==> config.mk <==
export PLATFORM = sky130hd
export DESIGN_NAME = scec_top
export DESIGN_NICKNAME = d
export VERILOG_FILES = /design/src/scec_pkg.sv /design/src/scec_rx_if.sv /design/src/scec_rx_filter.sv /design/src/scec_top.sv
export VERILOG_INCLUDE_DIRS = /design/src /design/src/src
export SDC_FILE = /design/constraint.sdc
export NUM_CORES = 1
export LEC_CHECK = 0
export BUFFER_PORTS_ARGS = -buffer_cell sky130_fd_sc_hd__buf_2
export CAP_MARGIN = 20
export CORE_MARGIN = 1.5
export CORE_UTILIZATION = 40
export DETAILED_ROUTE_END_ITERATION = 8
export PLACE_DENSITY = 0.68
export SLEW_MARGIN = 20
export SYNTH_ARGS = -nofsm -noshare
export SYNTH_HDL_FRONTEND = slang
export SYNTH_SLANG_ARGS = --single-unit
export TNS_END_PERCENT = 30
==> constraint.sdc <==
create_clock -name aclk -period 3 [get_ports aclk]
set_input_delay 0.45 -clock aclk [delete_from_list [all_inputs] [get_ports aclk]]
set_output_delay 0.45 -clock aclk [all_outputs]
set_load 0.1 [all_outputs]
==> src/scec_params.svh <==
// offsets, field positions, reset values of the serial control enable block
// assumes a 32-bit axi4-lite port, word-aligned
`ifndef SCEC_PARAMS_SVH
`define SCEC_PARAMS_SVH

// register byte offsets
`define SCEC_OFS_CTRL      8'h00
`define SCEC_OFS_PORTMODE  8'h04
`define SCEC_OFS_STATUS    8'h08
`define SCEC_OFS_IRQ_STAT  8'h0c
`define SCEC_OFS_IRQ_CLR   8'h10
`define SCEC_OFS_IRQ_EN    8'h14

// control register fields
`define SCEC_CTRL_CKE0     0
`define SCEC_CTRL_CKE1     1
`define SCEC_CTRL_TEIE     2
`define SCEC_CTRL_MPIE     3
`define SCEC_CTRL_RE       4
`define SCEC_CTRL_TE       5
`define SCEC_CTRL_RIE      6
`define SCEC_CTRL_TIE      7
`define SCEC_CTRL_SYNC     8
`define SCEC_CTRL_W        9
`define SCEC_CTRL_RST      9'h000

// port mode register fields
`define SCEC_PM_TXD_SEL    0
`define SCEC_PM_GP_OUT     1
`define SCEC_PM_GP_OE      2
`define SCEC_PM_W          3
`define SCEC_PM_RST        3'h0

// status register fields
`define SCEC_ST_RECEIVE_FULL_FLAG       0
`define SCEC_ST_FER        1
`define SCEC_ST_OER        2
`define SCEC_ST_TDRE       3
`define SCEC_ST_TEND       4
`define SCEC_ST_RXD_LVL    8
`define SCEC_ST_CKE_RSVD   9

// interrupt status layout: one bit per request
`define SCEC_IRQ_TEND      0
`define SCEC_IRQ_TXE       1
`define SCEC_IRQ_RXF       2
`define SCEC_IRQ_RXERR     3
`define SCEC_IRQ_W         4
`define SCEC_IRQ_RST       4'h0

`endif

==> src/scec_pkg.sv <==
// types shared by the serial control enable block
// assumes scec_params.svh supplies offsets and fields
package scec_pkg;

    // axi4-lite response codes
    typedef enum logic [1:0] {
        SCEC_RESP_OKAY   = 2'b00,
        SCEC_RESP_SLVERR = 2'b10
    } scec_resp_t;

    // asynchronous / clocked selection of the control register
    typedef enum logic {
        SCEC_MODE_ASYNC = 1'b0,
        SCEC_MODE_SYNC  = 1'b1
    } scec_mode_t;

endpackage

==> src/scec_rx_if.sv <==
// carrier between the register top and the receive filter
// assumes both ends run on aclk
`timescale 1ns/1ps
interface scec_rx_if;
    logic frame_done;   // engine finished a frame
    logic mp_bit;       // multiprocessor bit of that frame
    logic fer_in;       // frame had a framing error
    logic oer_in;       // frame overran the buffer
    logic mpie;         // filter armed
    logic re;           // reception enabled
    logic mpie_clr;     // addressed frame seen
    logic receive_full_flag_set;
    logic fer_set;
    logic oer_set;

    modport top    (output frame_done, mp_bit, fer_in, oer_in, mpie, re,
                    input  mpie_clr, receive_full_flag_set, fer_set, oer_set);
    modport filter (input  frame_done, mp_bit, fer_in, oer_in, mpie, re,
                    output mpie_clr, receive_full_flag_set, fer_set, oer_set);
endinterface // scec_rx_if

==> src/scec_rx_filter.sv <==
// multiprocessor receive filter: decides which frame results reach the flags
// assumes one-cycle frame_done pulses from the receive shift engine
`timescale 1ns/1ps
module scec_rx_filter (
    scec_rx_if.filter rx
);

    // a frame counts while reception is enabled, unless the filter is armed and the frame is not addressed
    logic accept;

    always_comb begin
        accept      = rx.frame_done && rx.re && (!rx.mpie || rx.mp_bit);
        rx.mpie_clr = rx.frame_done && rx.re && rx.mpie && rx.mp_bit;
        rx.receive_full_flag_set = accept && !rx.oer_in;
        rx.fer_set  = accept && rx.fer_in;
        rx.oer_set  = accept && rx.oer_in;
    end

endmodule // scec_rx_filter

==> src/scec_top.sv <==
// control-register enable logic of a serial interface, with axi4-lite slave
// assumes shift engines and baud logic outside, joined by flags and requests
//
// Implementation choices: the AXI4-Lite slave port and the placing of the registers.
`timescale 1ns/1ps
`include "scec_params.svh"

////////////////////////////////////////////////////////////////////////////////
// Overview of operation
// - transmit-end request only while its enable is 1.
// - multiprocessor enable 0: every frame sets flags and requests.
// - multiprocessor enable clears itself when a frame with mp bit 1 arrives.
// - multiprocessor enable 1: receive flags and requests held off until addressed frame.
// - receive enable 0: no reception, input pin is a plain port.
// - receive enable 1: input pin feeds the receiver.
// - transmit enable 0: nothing is sent.
// - transmit enable 1 with pin select 1: output pin drives transmit data.
// - output pin carries transmit data only with pin select 1.
// - receive interrupt enable gates both receive requests.
// - transmit interrupt enable 0: no transmit-empty request.
module scec_top (
    // clock and reset
    input  wire logic        aclk,
    input  wire logic        aresetn,
    // axi4-lite write address
    input  wire logic [7:0]  s_axi_awaddr,
    input  wire logic        s_axi_awvalid,
    output logic             s_axi_awready,
    // axi4-lite write data
    input  wire logic [31:0] s_axi_wdata,
    input  wire logic [3:0]  s_axi_wstrb,
    input  wire logic        s_axi_wvalid,
    output logic             s_axi_wready,
    // axi4-lite write response
    output logic [1:0]       s_axi_bresp,
    output logic             s_axi_bvalid,
    input  wire logic        s_axi_bready,
    // axi4-lite read
    input  wire logic [7:0]  s_axi_araddr,
    input  wire logic        s_axi_arvalid,
    output logic             s_axi_arready,
    output logic [31:0]      s_axi_rdata,
    output logic [1:0]       s_axi_rresp,
    output logic             s_axi_rvalid,
    input  wire logic        s_axi_rready,
    // receive engine
    input  wire logic        rx_frame_done,
    input  wire logic        rx_mp_bit,
    input  wire logic        rx_framing_err,
    input  wire logic        rx_overrun,
    output logic             rx_serial_in,
    output logic             rx_enable,
    // transmit engine
    input  wire logic        tx_serial_out,
    input  wire logic        tx_buf_empty,
    input  wire logic        tx_end,
    input  wire logic        tx_load,
    output logic             tx_go,
    output logic             tx_enable,
    // serial pins
    input  wire logic        rxd_pin_in,
    output logic             txd_pin_out,
    output logic             txd_pin_oe,
    // interrupt requests and flags
    output logic             transmit_end_irq,
    output logic             transmit_empty_irq,
    output logic             receive_full_irq,
    output logic             receive_error_irq,
    output logic             receive_full_flag,
    output logic             framing_error_flag,
    output logic             overrun_error_flag,
    output logic             irq
);

    ////////////////////////////////////////////////////////////////////////////
    // declarations

    logic [`SCEC_CTRL_W-1:0] ctrl_reg;
    logic [`SCEC_PM_W-1:0]   port_mode_reg_seven;
    logic [`SCEC_IRQ_W-1:0]  irq_stat_reg;
    wire logic [`SCEC_IRQ_W-1:0] irq_stat_next;
    logic [`SCEC_IRQ_W-1:0]  irq_en_reg;
    logic [`SCEC_IRQ_W-1:0]  irq_event;
    logic [7:0]              awaddr_reg;
    logic [31:0]             wdata_reg;
    logic [3:0]              wstrb_reg;
    logic                    aw_have_reg;
    logic                    w_have_reg;
    logic                    wr_fire;
    logic                    rxd_meta_reg;
    logic                    rxd_sync_reg;
    logic                    cke_rsvd;
    logic [31:0]             status_word;

    scec_rx_if rxb ();

    // decode of mapped word offsets, shared by write and read paths
    function automatic logic scec_mapped(input logic [7:0] a);
        scec_mapped = (a[1:0] == 2'b00) && (a <= `SCEC_OFS_IRQ_EN);
    endfunction

    // merge a byte-lane write into a narrow register
    function automatic logic [31:0] scec_merge(input logic [31:0] old_v,
                                               input logic [31:0] new_v,
                                               input logic [3:0]  strb);
        logic [31:0] r;
        r = old_v;
        for (int i = 0; i < 4; i++) begin
            if (strb[i]) begin
                r[i*8 +: 8] = new_v[i*8 +: 8];
            end
        end
        scec_merge = r;
    endfunction

    ////////////////////////////////////////////////////////////////////////////
    // axi4-lite write path: aw and w in either order

    assign wr_fire = aw_have_reg && w_have_reg && !s_axi_bvalid;

    // address and data holding registers
    always_ff @(posedge aclk) begin
        if (!aresetn) begin
            aw_have_reg   <= 1'b0;
            w_have_reg    <= 1'b0;
            awaddr_reg    <= 8'h00;
            wdata_reg     <= 32'h0000_0000;
            wstrb_reg     <= 4'h0;
            s_axi_awready <= 1'b0;
            s_axi_wready  <= 1'b0;
        end else begin
            s_axi_awready <= !aw_have_reg && !s_axi_awready && s_axi_awvalid;
            s_axi_wready  <= !w_have_reg && !s_axi_wready && s_axi_wvalid;
            if (s_axi_awvalid && s_axi_awready) begin
                aw_have_reg <= 1'b1;
                awaddr_reg  <= s_axi_awaddr;
            end else if (wr_fire) begin
                aw_have_reg <= 1'b0;
            end
            if (s_axi_wvalid && s_axi_wready) begin
                w_have_reg <= 1'b1;
                wdata_reg  <= s_axi_wdata;
                wstrb_reg  <= s_axi_wstrb;
            end else if (wr_fire) begin
                w_have_reg <= 1'b0;
            end
        end
    end

    // write response, slverr for unmapped offsets
    always_ff @(posedge aclk) begin
        if (!aresetn) begin
            s_axi_bvalid <= 1'b0;
            s_axi_bresp  <= scec_pkg::SCEC_RESP_OKAY;
        end else if (wr_fire) begin
            s_axi_bvalid <= 1'b1;
            s_axi_bresp  <= scec_mapped(awaddr_reg) ? scec_pkg::SCEC_RESP_OKAY : scec_pkg::SCEC_RESP_SLVERR;
        end else if (s_axi_bready) begin
            s_axi_bvalid <= 1'b0;
        end
    end

    ////////////////////////////////////////////////////////////////////////////
    // control register; mpie also cleared by an addressed frame

    always_ff @(posedge aclk) begin
        if (!aresetn) begin
            ctrl_reg <= `SCEC_CTRL_RST;
        end else begin
            if (wr_fire && awaddr_reg == `SCEC_OFS_CTRL) begin
                ctrl_reg <= (`SCEC_CTRL_W)'(scec_merge({23'h0, ctrl_reg}, wdata_reg, wstrb_reg));
            end
            // hardware clear last so the addressed frame is never lost
            if (rxb.mpie_clr) begin
                ctrl_reg[`SCEC_CTRL_MPIE] <= 1'b0;
            end
        end
    end

    // port mode register: pin select plus plain port drive
    always_ff @(posedge aclk) begin
        if (!aresetn) begin
            port_mode_reg_seven <= `SCEC_PM_RST;
        end else if (wr_fire && awaddr_reg == `SCEC_OFS_PORTMODE) begin
            port_mode_reg_seven <= (`SCEC_PM_W)'(scec_merge({29'h0, port_mode_reg_seven}, wdata_reg, wstrb_reg));
        end
    end

    // reserved clock-enable combinations only reported, never acted on
    always_comb begin
        if (ctrl_reg[`SCEC_CTRL_SYNC] == scec_pkg::SCEC_MODE_SYNC) begin
            cke_rsvd = ctrl_reg[`SCEC_CTRL_CKE0];
        end else begin
            cke_rsvd = ctrl_reg[`SCEC_CTRL_CKE1] && ctrl_reg[`SCEC_CTRL_CKE0];
        end
    end

    ////////////////////////////////////////////////////////////////////////////
    // receive filter hookup

    assign rxb.frame_done = rx_frame_done;
    assign rxb.mp_bit     = rx_mp_bit;
    assign rxb.fer_in     = rx_framing_err;
    assign rxb.oer_in     = rx_overrun;
    assign rxb.mpie       = ctrl_reg[`SCEC_CTRL_MPIE];
    assign rxb.re         = ctrl_reg[`SCEC_CTRL_RE];

    scec_rx_filter u_filter (
        .rx (rxb)
    );

    // receive flags: hardware set wins over a write-one clear in the same cycle
    always_ff @(posedge aclk) begin
        if (!aresetn) begin
            receive_full_flag  <= 1'b0;
            framing_error_flag <= 1'b0;
            overrun_error_flag <= 1'b0;
        end else begin
            if (rxb.receive_full_flag_set) begin
                receive_full_flag <= 1'b1;
            end else if (wr_fire && awaddr_reg == `SCEC_OFS_STATUS && wstrb_reg[0] && wdata_reg[`SCEC_ST_RECEIVE_FULL_FLAG]) begin
                receive_full_flag <= 1'b0;
            end
            if (rxb.fer_set) begin
                framing_error_flag <= 1'b1;
            end else if (wr_fire && awaddr_reg == `SCEC_OFS_STATUS && wstrb_reg[0] && wdata_reg[`SCEC_ST_FER]) begin
                framing_error_flag <= 1'b0;
            end
            if (rxb.oer_set) begin
                overrun_error_flag <= 1'b1;
            end else if (wr_fire && awaddr_reg == `SCEC_OFS_STATUS && wstrb_reg[0] && wdata_reg[`SCEC_ST_OER]) begin
                overrun_error_flag <= 1'b0;
            end
        end
    end

    ////////////////////////////////////////////////////////////////////////////
    // interrupt requests, gated by the control enables

    always_ff @(posedge aclk) begin
        if (!aresetn) begin
            transmit_end_irq   <= 1'b0;
            transmit_empty_irq <= 1'b0;
            receive_full_irq   <= 1'b0;
            receive_error_irq  <= 1'b0;
        end else begin
            transmit_end_irq   <= ctrl_reg[`SCEC_CTRL_TEIE] && tx_end;
            transmit_empty_irq <= ctrl_reg[`SCEC_CTRL_TIE] && tx_buf_empty;
            // flags already filtered, so the filter also holds these off
            receive_full_irq   <= ctrl_reg[`SCEC_CTRL_RIE] && receive_full_flag;
            receive_error_irq  <= ctrl_reg[`SCEC_CTRL_RIE]
                                  && (framing_error_flag || overrun_error_flag);
        end
    end

    assign irq_event = {receive_error_irq, receive_full_irq, transmit_empty_irq, transmit_end_irq};

    // sticky status per request; a new event beats a clear
    genvar g;
    generate
        for (g = 0; g < `SCEC_IRQ_W; g++) begin : g_irq
            assign irq_stat_next[g] = irq_event[g]
                || (irq_stat_reg[g] && !(wr_fire && awaddr_reg == `SCEC_OFS_IRQ_CLR && wstrb_reg[0] && wdata_reg[g]));
        end
    endgenerate

    // one writer for the whole vector
    always_ff @(posedge aclk) begin
        irq_stat_reg <= aresetn ? irq_stat_next : `SCEC_IRQ_RST;
    end

    // interrupt enable register and combined level output
    always_ff @(posedge aclk) begin
        if (!aresetn) begin
            irq_en_reg <= `SCEC_IRQ_RST;
            irq        <= 1'b0;
        end else begin
            if (wr_fire && awaddr_reg == `SCEC_OFS_IRQ_EN && wstrb_reg[0]) begin
                irq_en_reg <= wdata_reg[`SCEC_IRQ_W-1:0];
            end
            irq <= |(irq_stat_reg & irq_en_reg);
        end
    end

    ////////////////////////////////////////////////////////////////////////////
    // pins and engine enables

    // two-stage synchroniser on the receive pin
    always_ff @(posedge aclk) begin
        if (!aresetn) begin
            rxd_meta_reg <= 1'b1;
            rxd_sync_reg <= 1'b1;
        end else begin
            rxd_meta_reg <= rxd_pin_in;
            rxd_sync_reg <= rxd_meta_reg;
        end
    end

    // receiver sees idle-high when disabled, so no false start bit
    always_ff @(posedge aclk) begin
        if (!aresetn) begin
            rx_enable    <= 1'b0;
            rx_serial_in <= 1'b1;
        end else begin
            rx_enable    <= ctrl_reg[`SCEC_CTRL_RE];
            rx_serial_in <= ctrl_reg[`SCEC_CTRL_RE] ? rxd_sync_reg : 1'b1;
        end
    end

    // transmitter enable and load gating
    always_ff @(posedge aclk) begin
        if (!aresetn) begin
            tx_enable <= 1'b0;
            tx_go     <= 1'b0;
        end else begin
            tx_enable <= ctrl_reg[`SCEC_CTRL_TE];
            tx_go     <= ctrl_reg[`SCEC_CTRL_TE] && tx_load;
        end
    end

    // output pin: serial data only with te and pin select, else plain port
    always_ff @(posedge aclk) begin
        if (!aresetn) begin
            txd_pin_out <= 1'b0;
            txd_pin_oe  <= 1'b0;
        end else if (ctrl_reg[`SCEC_CTRL_TE] && port_mode_reg_seven[`SCEC_PM_TXD_SEL]) begin
            txd_pin_out <= tx_serial_out;
            txd_pin_oe  <= 1'b1;
        end else begin
            txd_pin_out <= port_mode_reg_seven[`SCEC_PM_GP_OUT];
            txd_pin_oe  <= port_mode_reg_seven[`SCEC_PM_GP_OE];
        end
    end

    ////////////////////////////////////////////////////////////////////////////
    // axi4-lite read path: one read at a time, answered next cycle

    always_comb begin
        status_word                    = 32'h0000_0000;
        status_word[`SCEC_ST_RECEIVE_FULL_FLAG]     = receive_full_flag;
        status_word[`SCEC_ST_FER]      = framing_error_flag;
        status_word[`SCEC_ST_OER]      = overrun_error_flag;
        status_word[`SCEC_ST_TDRE]     = tx_buf_empty;
        status_word[`SCEC_ST_TEND]     = tx_end;
        status_word[`SCEC_ST_RXD_LVL]  = rxd_sync_reg;
        status_word[`SCEC_ST_CKE_RSVD] = cke_rsvd;
    end

    always_ff @(posedge aclk) begin
        if (!aresetn) begin
            s_axi_arready <= 1'b0;
            s_axi_rvalid  <= 1'b0;
            s_axi_rdata   <= 32'h0000_0000;
            s_axi_rresp   <= scec_pkg::SCEC_RESP_OKAY;
        end else begin
            s_axi_arready <= !s_axi_arready && !s_axi_rvalid && s_axi_arvalid;
            if (s_axi_arvalid && s_axi_arready) begin
                s_axi_rvalid <= 1'b1;
                s_axi_rresp  <= scec_mapped(s_axi_araddr) ? scec_pkg::SCEC_RESP_OKAY : scec_pkg::SCEC_RESP_SLVERR;
                unique case (s_axi_araddr)
                    `SCEC_OFS_CTRL:     s_axi_rdata <= {23'h0, ctrl_reg};
                    `SCEC_OFS_PORTMODE: s_axi_rdata <= {29'h0, port_mode_reg_seven};
                    `SCEC_OFS_STATUS:   s_axi_rdata <= status_word;
                    `SCEC_OFS_IRQ_STAT: s_axi_rdata <= {28'h0, irq_stat_reg};
                    `SCEC_OFS_IRQ_EN:   s_axi_rdata <= {28'h0, irq_en_reg};
                    default:            s_axi_rdata <= 32'h0000_0000; // clear reg and holes
                endcase
            end else if (s_axi_rready) begin
                s_axi_rvalid <= 1'b0;
            end
        end
    end

endmodule // scec_top

==> impl_metrics.csv, run 1 <==
group,metric,value,unit
cts,clock_tree.root_cell,"clkbuf_8",
setup_path,path_max_fanout,7,
sta,slew_headroom,52.17,%
routing,avgViaCountPerCell,5.118,
run_status,run_status,"complete, no violations",
die,die_area,8615,um^2
routing,routed_wire_length_per_instance,14.07,um
job,max-cap-violations,0,
setup_path,endpoint_kind,"flop",
cts,cts-hold-fix-buffers,0,
cts,postCtsSetupRepairBufs,0,
placement,gp_congestion,0.8873,
die,initial_core_util,41.54,%
sta,fin_crit_sh,62.90,%
die,chipHeight,92.82,um
pwr,p_switching,618.9,uW
placement,dp.cells,517,
pwr,clkPwrFrac,38.6,%
routing,wl,7500,um
setup_path,critical_path_required,3280,ps
cells_and_area,area_growth_syn_to_layout,15.98,%
cells_and_area,share_of_layout_cells_above_drive_strength_1,24.36,%
global_route,antenna_found_initial,0,
pwr,power.ir.vdd_worst,0.0002415,V
sta,period_needed,1887,ps
cells_and_area,layout.nets,494,
sta,clock.fmax,530.0,MHz
global_route,top_usage_layer,"met2",
synth,post_synth.cell_area_avg,8.939,um^2
setup_path,cp-start-kind,"flop",
cts,post_cts.resized_instances,0,
sta,max_slew.worst_pin.slew,707.4,ps
global_route,grt_pass1_wl,11560,um
cells_and_area,final_core_util,48.18,%
min_path,hold_class,"in -> reg",
pwr,p_sw_share,29.20,%
pwr,power_density,566.5,nW/um^2
die,die_width,92.82,um
cells_and_area,most_frequent_standard_cell_in_the_layout_excluding_fill_and_tap_cells,"dfxtp_1",
synth,post_synthesis_cell_area,3227,um^2
die,placementRows,32,
cts,cts_inserted_buffers,9,
sta,timing_max_transition_violations_final,0,
die,design.portCount,123,
cts,clock_latency,350,ps
sta,setup_slack,1113,ps
synth,synth-seq-cells,74,
synth,yosys_warnings,0,
setup_path,critical_path_arrival,2160,ps
routing,route.detailed.drc,0,
routing,remaining_number_of_nets_flagged_by_the_antenna_check_after_routing,0,
global_route,grt_start_max_net_pins,33,
pwr,comb_power_share,13.5,%
placement,hpwl,5492,um
global_route,met3_capacity_usage_during_global_routing,4.023,%
placement,pre_cts_worst_setup_slack,1138,ps
cells_and_area,largest_register_ff_count,10,
cts,cts_tree,"built",
cts,worst_setup_hold_path_clk_slew,80,ps
global_route,grt_use_met2,26.28,%
sta,timing.final.setup_violations,0,
sta,rsz0062_at_grt,"no",
pwr,seq_power_share,47.9,%
cts,max-clock-path-buffers,2,
routing,vias,2728,
synth,netlist_instances,361,
pwr,intPower,1501,uW
die,placeableCoreArea,7767,um^2
synth,netlist-cell-type-count,44,
setup_path,timing_worst_setup_path_type,"reg -> reg",
cells_and_area,final_cells,533,
global_route,grt_pass1_vias,2419,
global_route,grt_use_total,17.35,%
cells_and_area,mostFrequentLayoutCells,"dfxtp_1 (74), buf_2 (73), nand2_1 (67)",
pwr,total_leakage_power,0.001511,uW
routing,drt-pass1-iter-count,4,
cts,htree_levels,3,
cells_and_area,antenna-diode-count,0,
global_route,use_met1,22.54,%
placement,port_buffers,73,
sta,finalHoldViolCount,0,
global_route,overflow,0,
sta,setup_tns,0,ps
synth,synth.yosys.seq_area_share,45.91,%
cells_and_area,fill_cells,778,
sta,fin_skew,13.74,ps
cts,clock-sinks,74,
routing,drt_iter0_markers,126,
power by group through the flow:
stage / combinational [uW] / clock [uW] / sequential (uW)
final: 287 / 817 / 1020
after floorplan: 227 / 0 / 1070
after global routing: 301 / 870 / 1020
after detailed placement: 286 / 0 / 1040
after global placement: 284 / 0 / 1040
after CTS: 287 / 831 / 1020
cell families after synthesis:
kind of cell / count (synthesis) / synth area share, %
multiplexers: 24 / 7.716
AND/OR/NAND/NOR: 135 / 22.37
AO/OA/AOI/OAI: 71 / 13.38
flip-flops: 74 / 45.91
other: 1 / 0.1162
buffers and inverters: 56 / 10.51
synthesized netlist by cell type:
| library cell | count | area share, % |
|---|---|---|
| nor3b_1 | 1 | 0.23 |
| o221a_2 | 1 | 0.35 |
| a311oi_1 | 3 | 0.81 |
| clkbuf_1 | 14 | 1.6 |
| clkbuf_8 | 3 | 1.3 |
| nand4_1 | 3 | 0.58 |
| nor4bb_1 | 1 | 0.31 |
| or4_4 | 1 | 0.35 |
| a21oi_1 | 31 | 4.8 |
| and4b_1 | 2 | 0.62 |
| and2_1 | 3 | 0.58 |
| a22oi_1 | 2 | 0.47 |
| o41ai_1 | 2 | 0.54 |
| mux2i_1 | 17 | 5.3 |
| clkdlybuf4s15_1 | 1 | 0.31 |
| dfxtp_1 | 74 | 46 |
| nor4b_1 | 5 | 1.4 |
| nor2_1 | 4 | 0.47 |
| mux2_2 | 7 | 2.4 |
| nor3_1 | 4 | 0.62 |
| and3_1 | 8 | 1.6 |
| conb_1 | 1 | 0.12 |
| a31oi_1 | 7 | 1.4 |
| nor2b_1 | 3 | 0.58 |
| o31ai_1 | 3 | 0.70 |
| a32oi_1 | 3 | 0.81 |
| nand2b_1 | 6 | 1.2 |
| a31o_2 | 1 | 0.27 |
| buf_2 | 1 | 0.15 |
| nand3_1 | 19 | 2.9 |
| o211ai_1 | 1 | 0.23 |
| nand2_1 | 67 | 7.8 |
| nor4_1 | 1 | 0.19 |
| or4b_1 | 1 | 0.31 |
| o21ai_0 | 12 | 1.9 |
| nor4_4 | 2 | 1.3 |
| nand3b_2 | 1 | 0.35 |
| a21boi_0 | 1 | 0.23 |
| inv_1 | 12 | 1.4 |
| nand4b_1 | 1 | 0.27 |
| a211oi_1 | 4 | 0.93 |
| buf_4 | 24 | 5.6 |
| and4bb_2 | 2 | 0.78 |
| clkbuf_2 | 1 | 0.15 |
final timing paths:
| check | from | end | slack, ps | depth (start not counted) |
|---|---|---|---|---|
| worst max register to register | awaddr_reg[0] | ctrl_reg[2] | 1110 | 3 |
| worst max-delay path | awaddr_reg[0] | ctrl_reg[2] | 1110 | 3 |
| worst min-delay path | rxd_pin_in | rxd_meta_reg | 300 | 2 |
| worst min register to register | rxd_meta_reg | rxd_sync_reg | 430 | 1 |
worst max-delay path, stage by stage, from the launching register on:
cell     delay [ps]
dfxtp_1         340
or4_4           600
nor4_4          630
mux2i_1         250
through the flow:
| stage | hold WS [ps] | instance area, um^2 | power (uW) |
|---|---|---|---|
| detailed placement | 413.3 | 3527 | 1324 |
| global route | 298.7 | 3742 | 2189 |
| global placement | 388.4 | 3527 | 1321 |
| floorplan | 386.3 | 3313 | 1300 |
| CTS | 283.6 | 3742 | 2133 |
| finish | 296.6 | 3742 | 2120 |
layer usage:
layer | part of all wire, % | wire [um] | up-vias
met2 | 45 | 3338 | 96
li1 | - | - | 1355
met4 | 2.4 | 183 | 0
met1 | 47 | 3516 | 1262
met5 | 0 | 0 | -
met3 | 6.2 | 462 | 15
layout make-up:
class	count	area (um^2)	area share (%)
Clock buffer	13	168.9	4.514
Clock inverter	3	46.29	1.237
Inverter	12	45.04	1.204
Multi-Input combinational cell	254	1493	39.89
Sequential cell	74	1481	39.59
Tap cell	102	127.6	3.410
Timing Repair Buffer	75	380.4	10.16
Power figures use the tool's default switching activity.
==> inputs of run 2 (changes only) <==
clock period = 1.91 ns   (was 3 ns; I/O delays follow)
==> run 2 against run 1 <==
  * Core utilization grew 1.5 points
  * Critical endpoint is now irq_en_reg[0]
  * Clock power grew 98%
  * Register-to-register slack lost 850 ps
  * Total power grew 74%
  * Highest routed layer unchanged
  * Setup slack lost 850 ps
==> impl_metrics.csv, run 2 (synthesized netlist as in run 1, its figures left out) <==
group,metric,value,unit
setup_path,path_max_fanout,4,
cts,clock_tree.root_cell,"clkbuf_8",
die,chipHeight,92.82,um
cells_and_area,final_core_util,49.73,%
sta,period_needed,1651,ps
cells_and_area,antenna-diode-count,0,
placement,port_buffers,73,
routing,wl,7527,um
routing,routed_wire_length_per_instance,13.91,um
global_route,overflow,0,
min_path,timing.hold.worst.start,"rxd_pin_in",
cts,htree_levels,3,
cells_and_area,fill_cells,786,
die,placeableCoreArea,7767,um^2
routing,vias,2723,
global_route,top_usage_layer,"met2",
sta,timing_max_transition_violations_final,0,
die,die_width,92.82,um
cells_and_area,mostFrequentLayoutCells,"dfxtp_1 (73), buf_2 (73), nand2_1 (67)",
global_route,grt_use_met2,27.86,%
global_route,grt_pass1_wl,11870,um
cts,postCtsSetupRepairBufs,0,
cts,clock-sinks,74,
placement,gp_congestion,0.8621,
cts,cts_tree,"built",
run_status,run_status,"complete, no violations",
routing,drt_iter0_markers,95,
cts,cts-hold-fix-buffers,0,
setup_path,critical_path_required,2190,ps
cts,post_cts.resized_instances,0,
global_route,use_met1,22.75,%
cells_and_area,area_growth_syn_to_layout,19.70,%
min_path,hold_class,"in -> reg",
global_route,grt_use_total,17.83,%
pwr,power.ir.vdd_worst,0.0004261,V
global_route,antenna_found_initial,0,
die,initial_core_util,41.54,%
sta,clock.fmax,605.8,MHz
routing,route.detailed.drc,0,
sta,rsz0062_at_grt,"no",
die,die_area,8615,um^2
placement,hpwl,5599,um
sta,finalHoldViolCount,0,
setup_path,cp-start-kind,"flop",
job,max-cap-violations,0,
cts,cts_inserted_buffers,9,
cells_and_area,layout.nets,502,
cts,worst_setup_hold_path_clk_slew,80,ps
setup_path,timing_worst_setup_path_type,"reg -> reg",
routing,drt-pass1-iter-count,4,
sta,fin_crit_sh,86.42,%
sta,setup_tns,0,ps
routing,avgViaCountPerCell,5.033,
setup_path,critical_path_arrival,1930,ps
cts,max-clock-path-buffers,2,
cts,clock_latency,350,ps
global_route,grt_pass1_vias,2461,
setup_path,endpoint_kind,"flop",
sta,slew_headroom,56.96,%
pwr,total_leakage_power,0.001580,uW
sta,max_slew.worst_pin.slew,639.7,ps
pwr,power_density,952.8,nW/um^2
cells_and_area,share_of_layout_cells_above_drive_strength_1,26.20,%
sta,fin_skew,9.017,ps
sta,timing.final.setup_violations,0,
die,placementRows,32,
setup_path,regToRegStartpoint,"awaddr_reg[0]",
global_route,met3_capacity_usage_during_global_routing,4.187,%
cells_and_area,largest_register_ff_count,10,
global_route,grt_start_max_net_pins,22,
die,design.portCount,123,
routing,remaining_number_of_nets_flagged_by_the_antenna_check_after_routing,0,
setup_path,worstSetupStartpoint,"awaddr_reg[0]",
[run 2: changes by cell type in the layout (fill, tap and decap cells not counted), sizes merged]
cell and change:
buf +8, bufinv +3, clkbuf -3, clkinv -1, inv +1
[run 2: final cells by class]
cell class / count / area (um^2) / area share (%)
multi-input combinational: 254 / 1493 / 38.65
sequential: 74 / 1483 / 38.39
timing repair buffer: 83 / 440.4 / 11.40
clock buffer: 10 / 137.6 / 3.563
clock inverter: 6 / 136.4 / 3.531
tap: 102 / 127.6 / 3.304
inverter: 12 / 45.04 / 1.166
[run 2: critical path, cell delays in order, from the launching register on]
cell	delay, ps
dfxtp_1	330
or4_4	590
nor4_4	420
mux2i_1	240
[run 2: final timing paths]
path / to / cells past startpoint / slack, ps
worst max-delay path: irq_en_reg[0] / 3 / 260
worst min-delay path: rxd_meta_reg / 2 / 110
worst min register to register: rxd_sync_reg / 1 / 410
worst max register to register: irq_en_reg[0] / 3 / 260
[run 2: layer usage]
layer / share of wire, % / up-vias
met2: 45 / 81
met5: 0 / -
met4: 2.2 / 0
li1: - / 1362
met3: 5.9 / 13
met1: 47 / 1267
[run 2: metrics by stage]
step	power, uW	hold slack [ps]	setup slack, ps	instance area [um^2]	cells
6_report	3680	114.0	259.3	3862	541
5_1_grt	3801	124.4	173.9	3862	541
4_1_cts	3713	99.61	249.2	3862	541
3_5_place_dp	2090	394.8	258.5	3588	525
3_3_place_gp	2084	389.8	297.2	3588	525
2_1_floorplan	2041	386.3	82.63	3314	384
[run 2: power by group]
| group | switching, uW | internal, uW |
|---|---|---|
| Clock | 584 | 1040 |
| Sequential | 22.6 | 1570 |
| Combinational | 381 | 85.5 |
==> inputs of run 3 (changes only) <==
CELL_PAD_IN_SITES_DETAIL_PLACEMENT = 1   (was default)
CELL_PAD_IN_SITES_GLOBAL_PLACEMENT = 2   (was default)
CORE_UTILIZATION = 28   (was 40)
PLACE_DENSITY = 0.81   (was 0.68)
==> run 3 against run 2 <==
  * Clock skew hardly changed
  * Via count up 0.51%
  * Final area is 2.3% higher
  * Count of clock-buffer cells in the layout is 1 higher
  * Routed wire length up 16%
  * Combinational power rose by 1%
  * Non-clock buffer count rose by 2
  * Largest power group unchanged
==> impl_metrics.csv, run 3 (synthesized netlist as in run 1, its figures left out) <==
group,metric,value,unit
cells_and_area,largest_register_ff_count,10,
routing,drt_iter0_markers,85,
cts,postCtsSetupRepairBufs,0,
cts,post_cts.resized_instances,0,
die,die_width,110.4,um
setup_path,endpoint_kind,"flop",
die,placeableCoreArea,11320,um^2
placement,port_buffers,73,
min_path,hold_class,"in -> reg",
cts,max-clock-path-buffers,2,
global_route,grt_pass1_vias,2728,
cts,clock_tree.root_cell,"clkbuf_16",
cells_and_area,mostFrequentLayoutCells,"dfxtp_1 (73), buf_2 (73), nand2_1 (67)",
pwr,power.ir.vdd_worst,0.0004305,V
cells_and_area,final_core_util,34.90,%
die,initial_core_util,28.50,%
run_status,run_status,"complete, no violations",
setup_path,cp-start-kind,"flop",
cells_and_area,share_of_layout_cells_above_drive_strength_1,26.30,%
setup_path,path_max_fanout,7,
sta,fin_skew,8.530,ps
cts,worst_setup_hold_path_clk_slew,60,ps
job,max-cap-violations,0,
sta,period_needed,1677,ps
sta,fin_crit_sh,87.79,%
global_route,grt_use_total,14.97,%
cts,cts-hold-fix-buffers,0,
setup_path,critical_path_required,2170,ps
setup_path,timing_worst_setup_path_type,"reg -> reg",
routing,wl,8740,um
cts,clock_latency,330,ps
sta,timing.final.setup_violations,0,
cts,clock-sinks,74,
setup_path,crit_chain,"or4_4, nor4_4, buf_4, mux2i_1",
sta,setup_tns,0,ps
routing,drt-pass1-iter-count,4,
cells_and_area,layout.nets,504,
pwr,power_density,944.9,nW/um^2
die,design.portCount,123,
setup_path,largest_stage_delay_on_the_critical_path,600,ps
routing,remaining_number_of_nets_flagged_by_the_antenna_check_after_routing,0,
placement,gp_congestion,0.7563,
global_route,overflow,0,
sta,clock.fmax,596.4,MHz
routing,routed_wire_length_per_instance,14.97,um
die,placementRows,39,
global_route,antenna_found_initial,0,
routing,avgViaCountPerCell,4.687,
sta,rsz0062_at_grt,"no",
global_route,grt_start_max_net_pins,26,
cells_and_area,antenna-diode-count,0,
placement,hpwl,6755,um
setup_path,crit_slowest_cell,"or4_4",
setup_path,critical_path_arrival,1930,ps
cts,cts_inserted_buffers,9,
cells_and_area,fill_cells,1343,
die,die_area,12180,um^2
global_route,grt_pass1_wl,13740,um
cells_and_area,area_growth_syn_to_layout,22.45,%
global_route,use_met1,18.51,%
die,chipHeight,110.4,um
global_route,grt_use_met2,25.22,%
global_route,top_usage_layer,"met2",
setup_path,crit_buf_inv,1,
setup_path,critical_path.top_delay_family,"simple AND/OR/NAND/NOR gates",
cts,htree_levels,3,
sta,timing_max_transition_violations_final,0,
routing,route.detailed.drc,0,
sta,finalHoldViolCount,0,
global_route,met3_capacity_usage_during_global_routing,3.351,%
routing,vias,2737,
pwr,total_leakage_power,0.001608,uW
cts,cts_tree,"built",
-- run 3: worst paths after layout --
path / startpoint / endpoint / slack [ps] / cells past startpoint
setup / recovery: awaddr_reg[0] / ctrl_reg[5] / 230 / 4
hold / removal: rxd_pin_in / rxd_meta_reg / 140 / 2
setup reg to reg: awaddr_reg[0] / ctrl_reg[5] / 230 / 4
hold reg to reg: rxd_meta_reg / rxd_sync_reg / 410 / 1
-- run 3: final cells by class --
class                   instances  area [um^2]  share of cell area (%)
multi-input cells             254         1493                   37.78
repair buffers                 85        455.4                   11.53
clock buffers                  11        242.7                   6.143
well taps                     143        178.9                   4.528
inverters                      12        45.04                   1.140
clock inverters                 5        53.80                   1.362
flip-flops and latches         74         1483                   37.52
-- run 3: through the flow --
| step | setup WS (ps) | cell area [um^2] | std cells | total power (uW) | hold slack (ps) |
|---|---|---|---|---|---|
| after global placement | 282.1 | 3655 | 568 | 2092 | 394.3 |
| after CTS | 220.7 | 3951 | 584 | 3776 | 134.9 |
| final | 233.3 | 3951 | 584 | 3733 | 140.3 |
| after global routing | 133.2 | 3951 | 584 | 3886 | 137.7 |
| after floorplan | 82.63 | 3314 | 384 | 2041 | 386.3 |
| after detailed placement | 232.8 | 3655 | 568 | 2099 | 401.8 |
-- run 3: metal layers --
metal / vias up / share of wire, %
li1: 1371 / -
met2: 67 / 47
met3: 11 / 5.3
met4: 0 / 1.5
met5: - / 0
met1: 1288 / 46
-- run 3: power breakdown --
group / switching (uW) / leakage, uW / total [uW] / internal (uW)
Sequential: 21.9 / 0.000599 / 1590 / 1570
Combinational: 386 / 0.000859 / 472 / 86.4
Clock: 628 / 0.000149 / 1670 / 1040
Total: 1040 / 0.00161 / 3730 / 2700
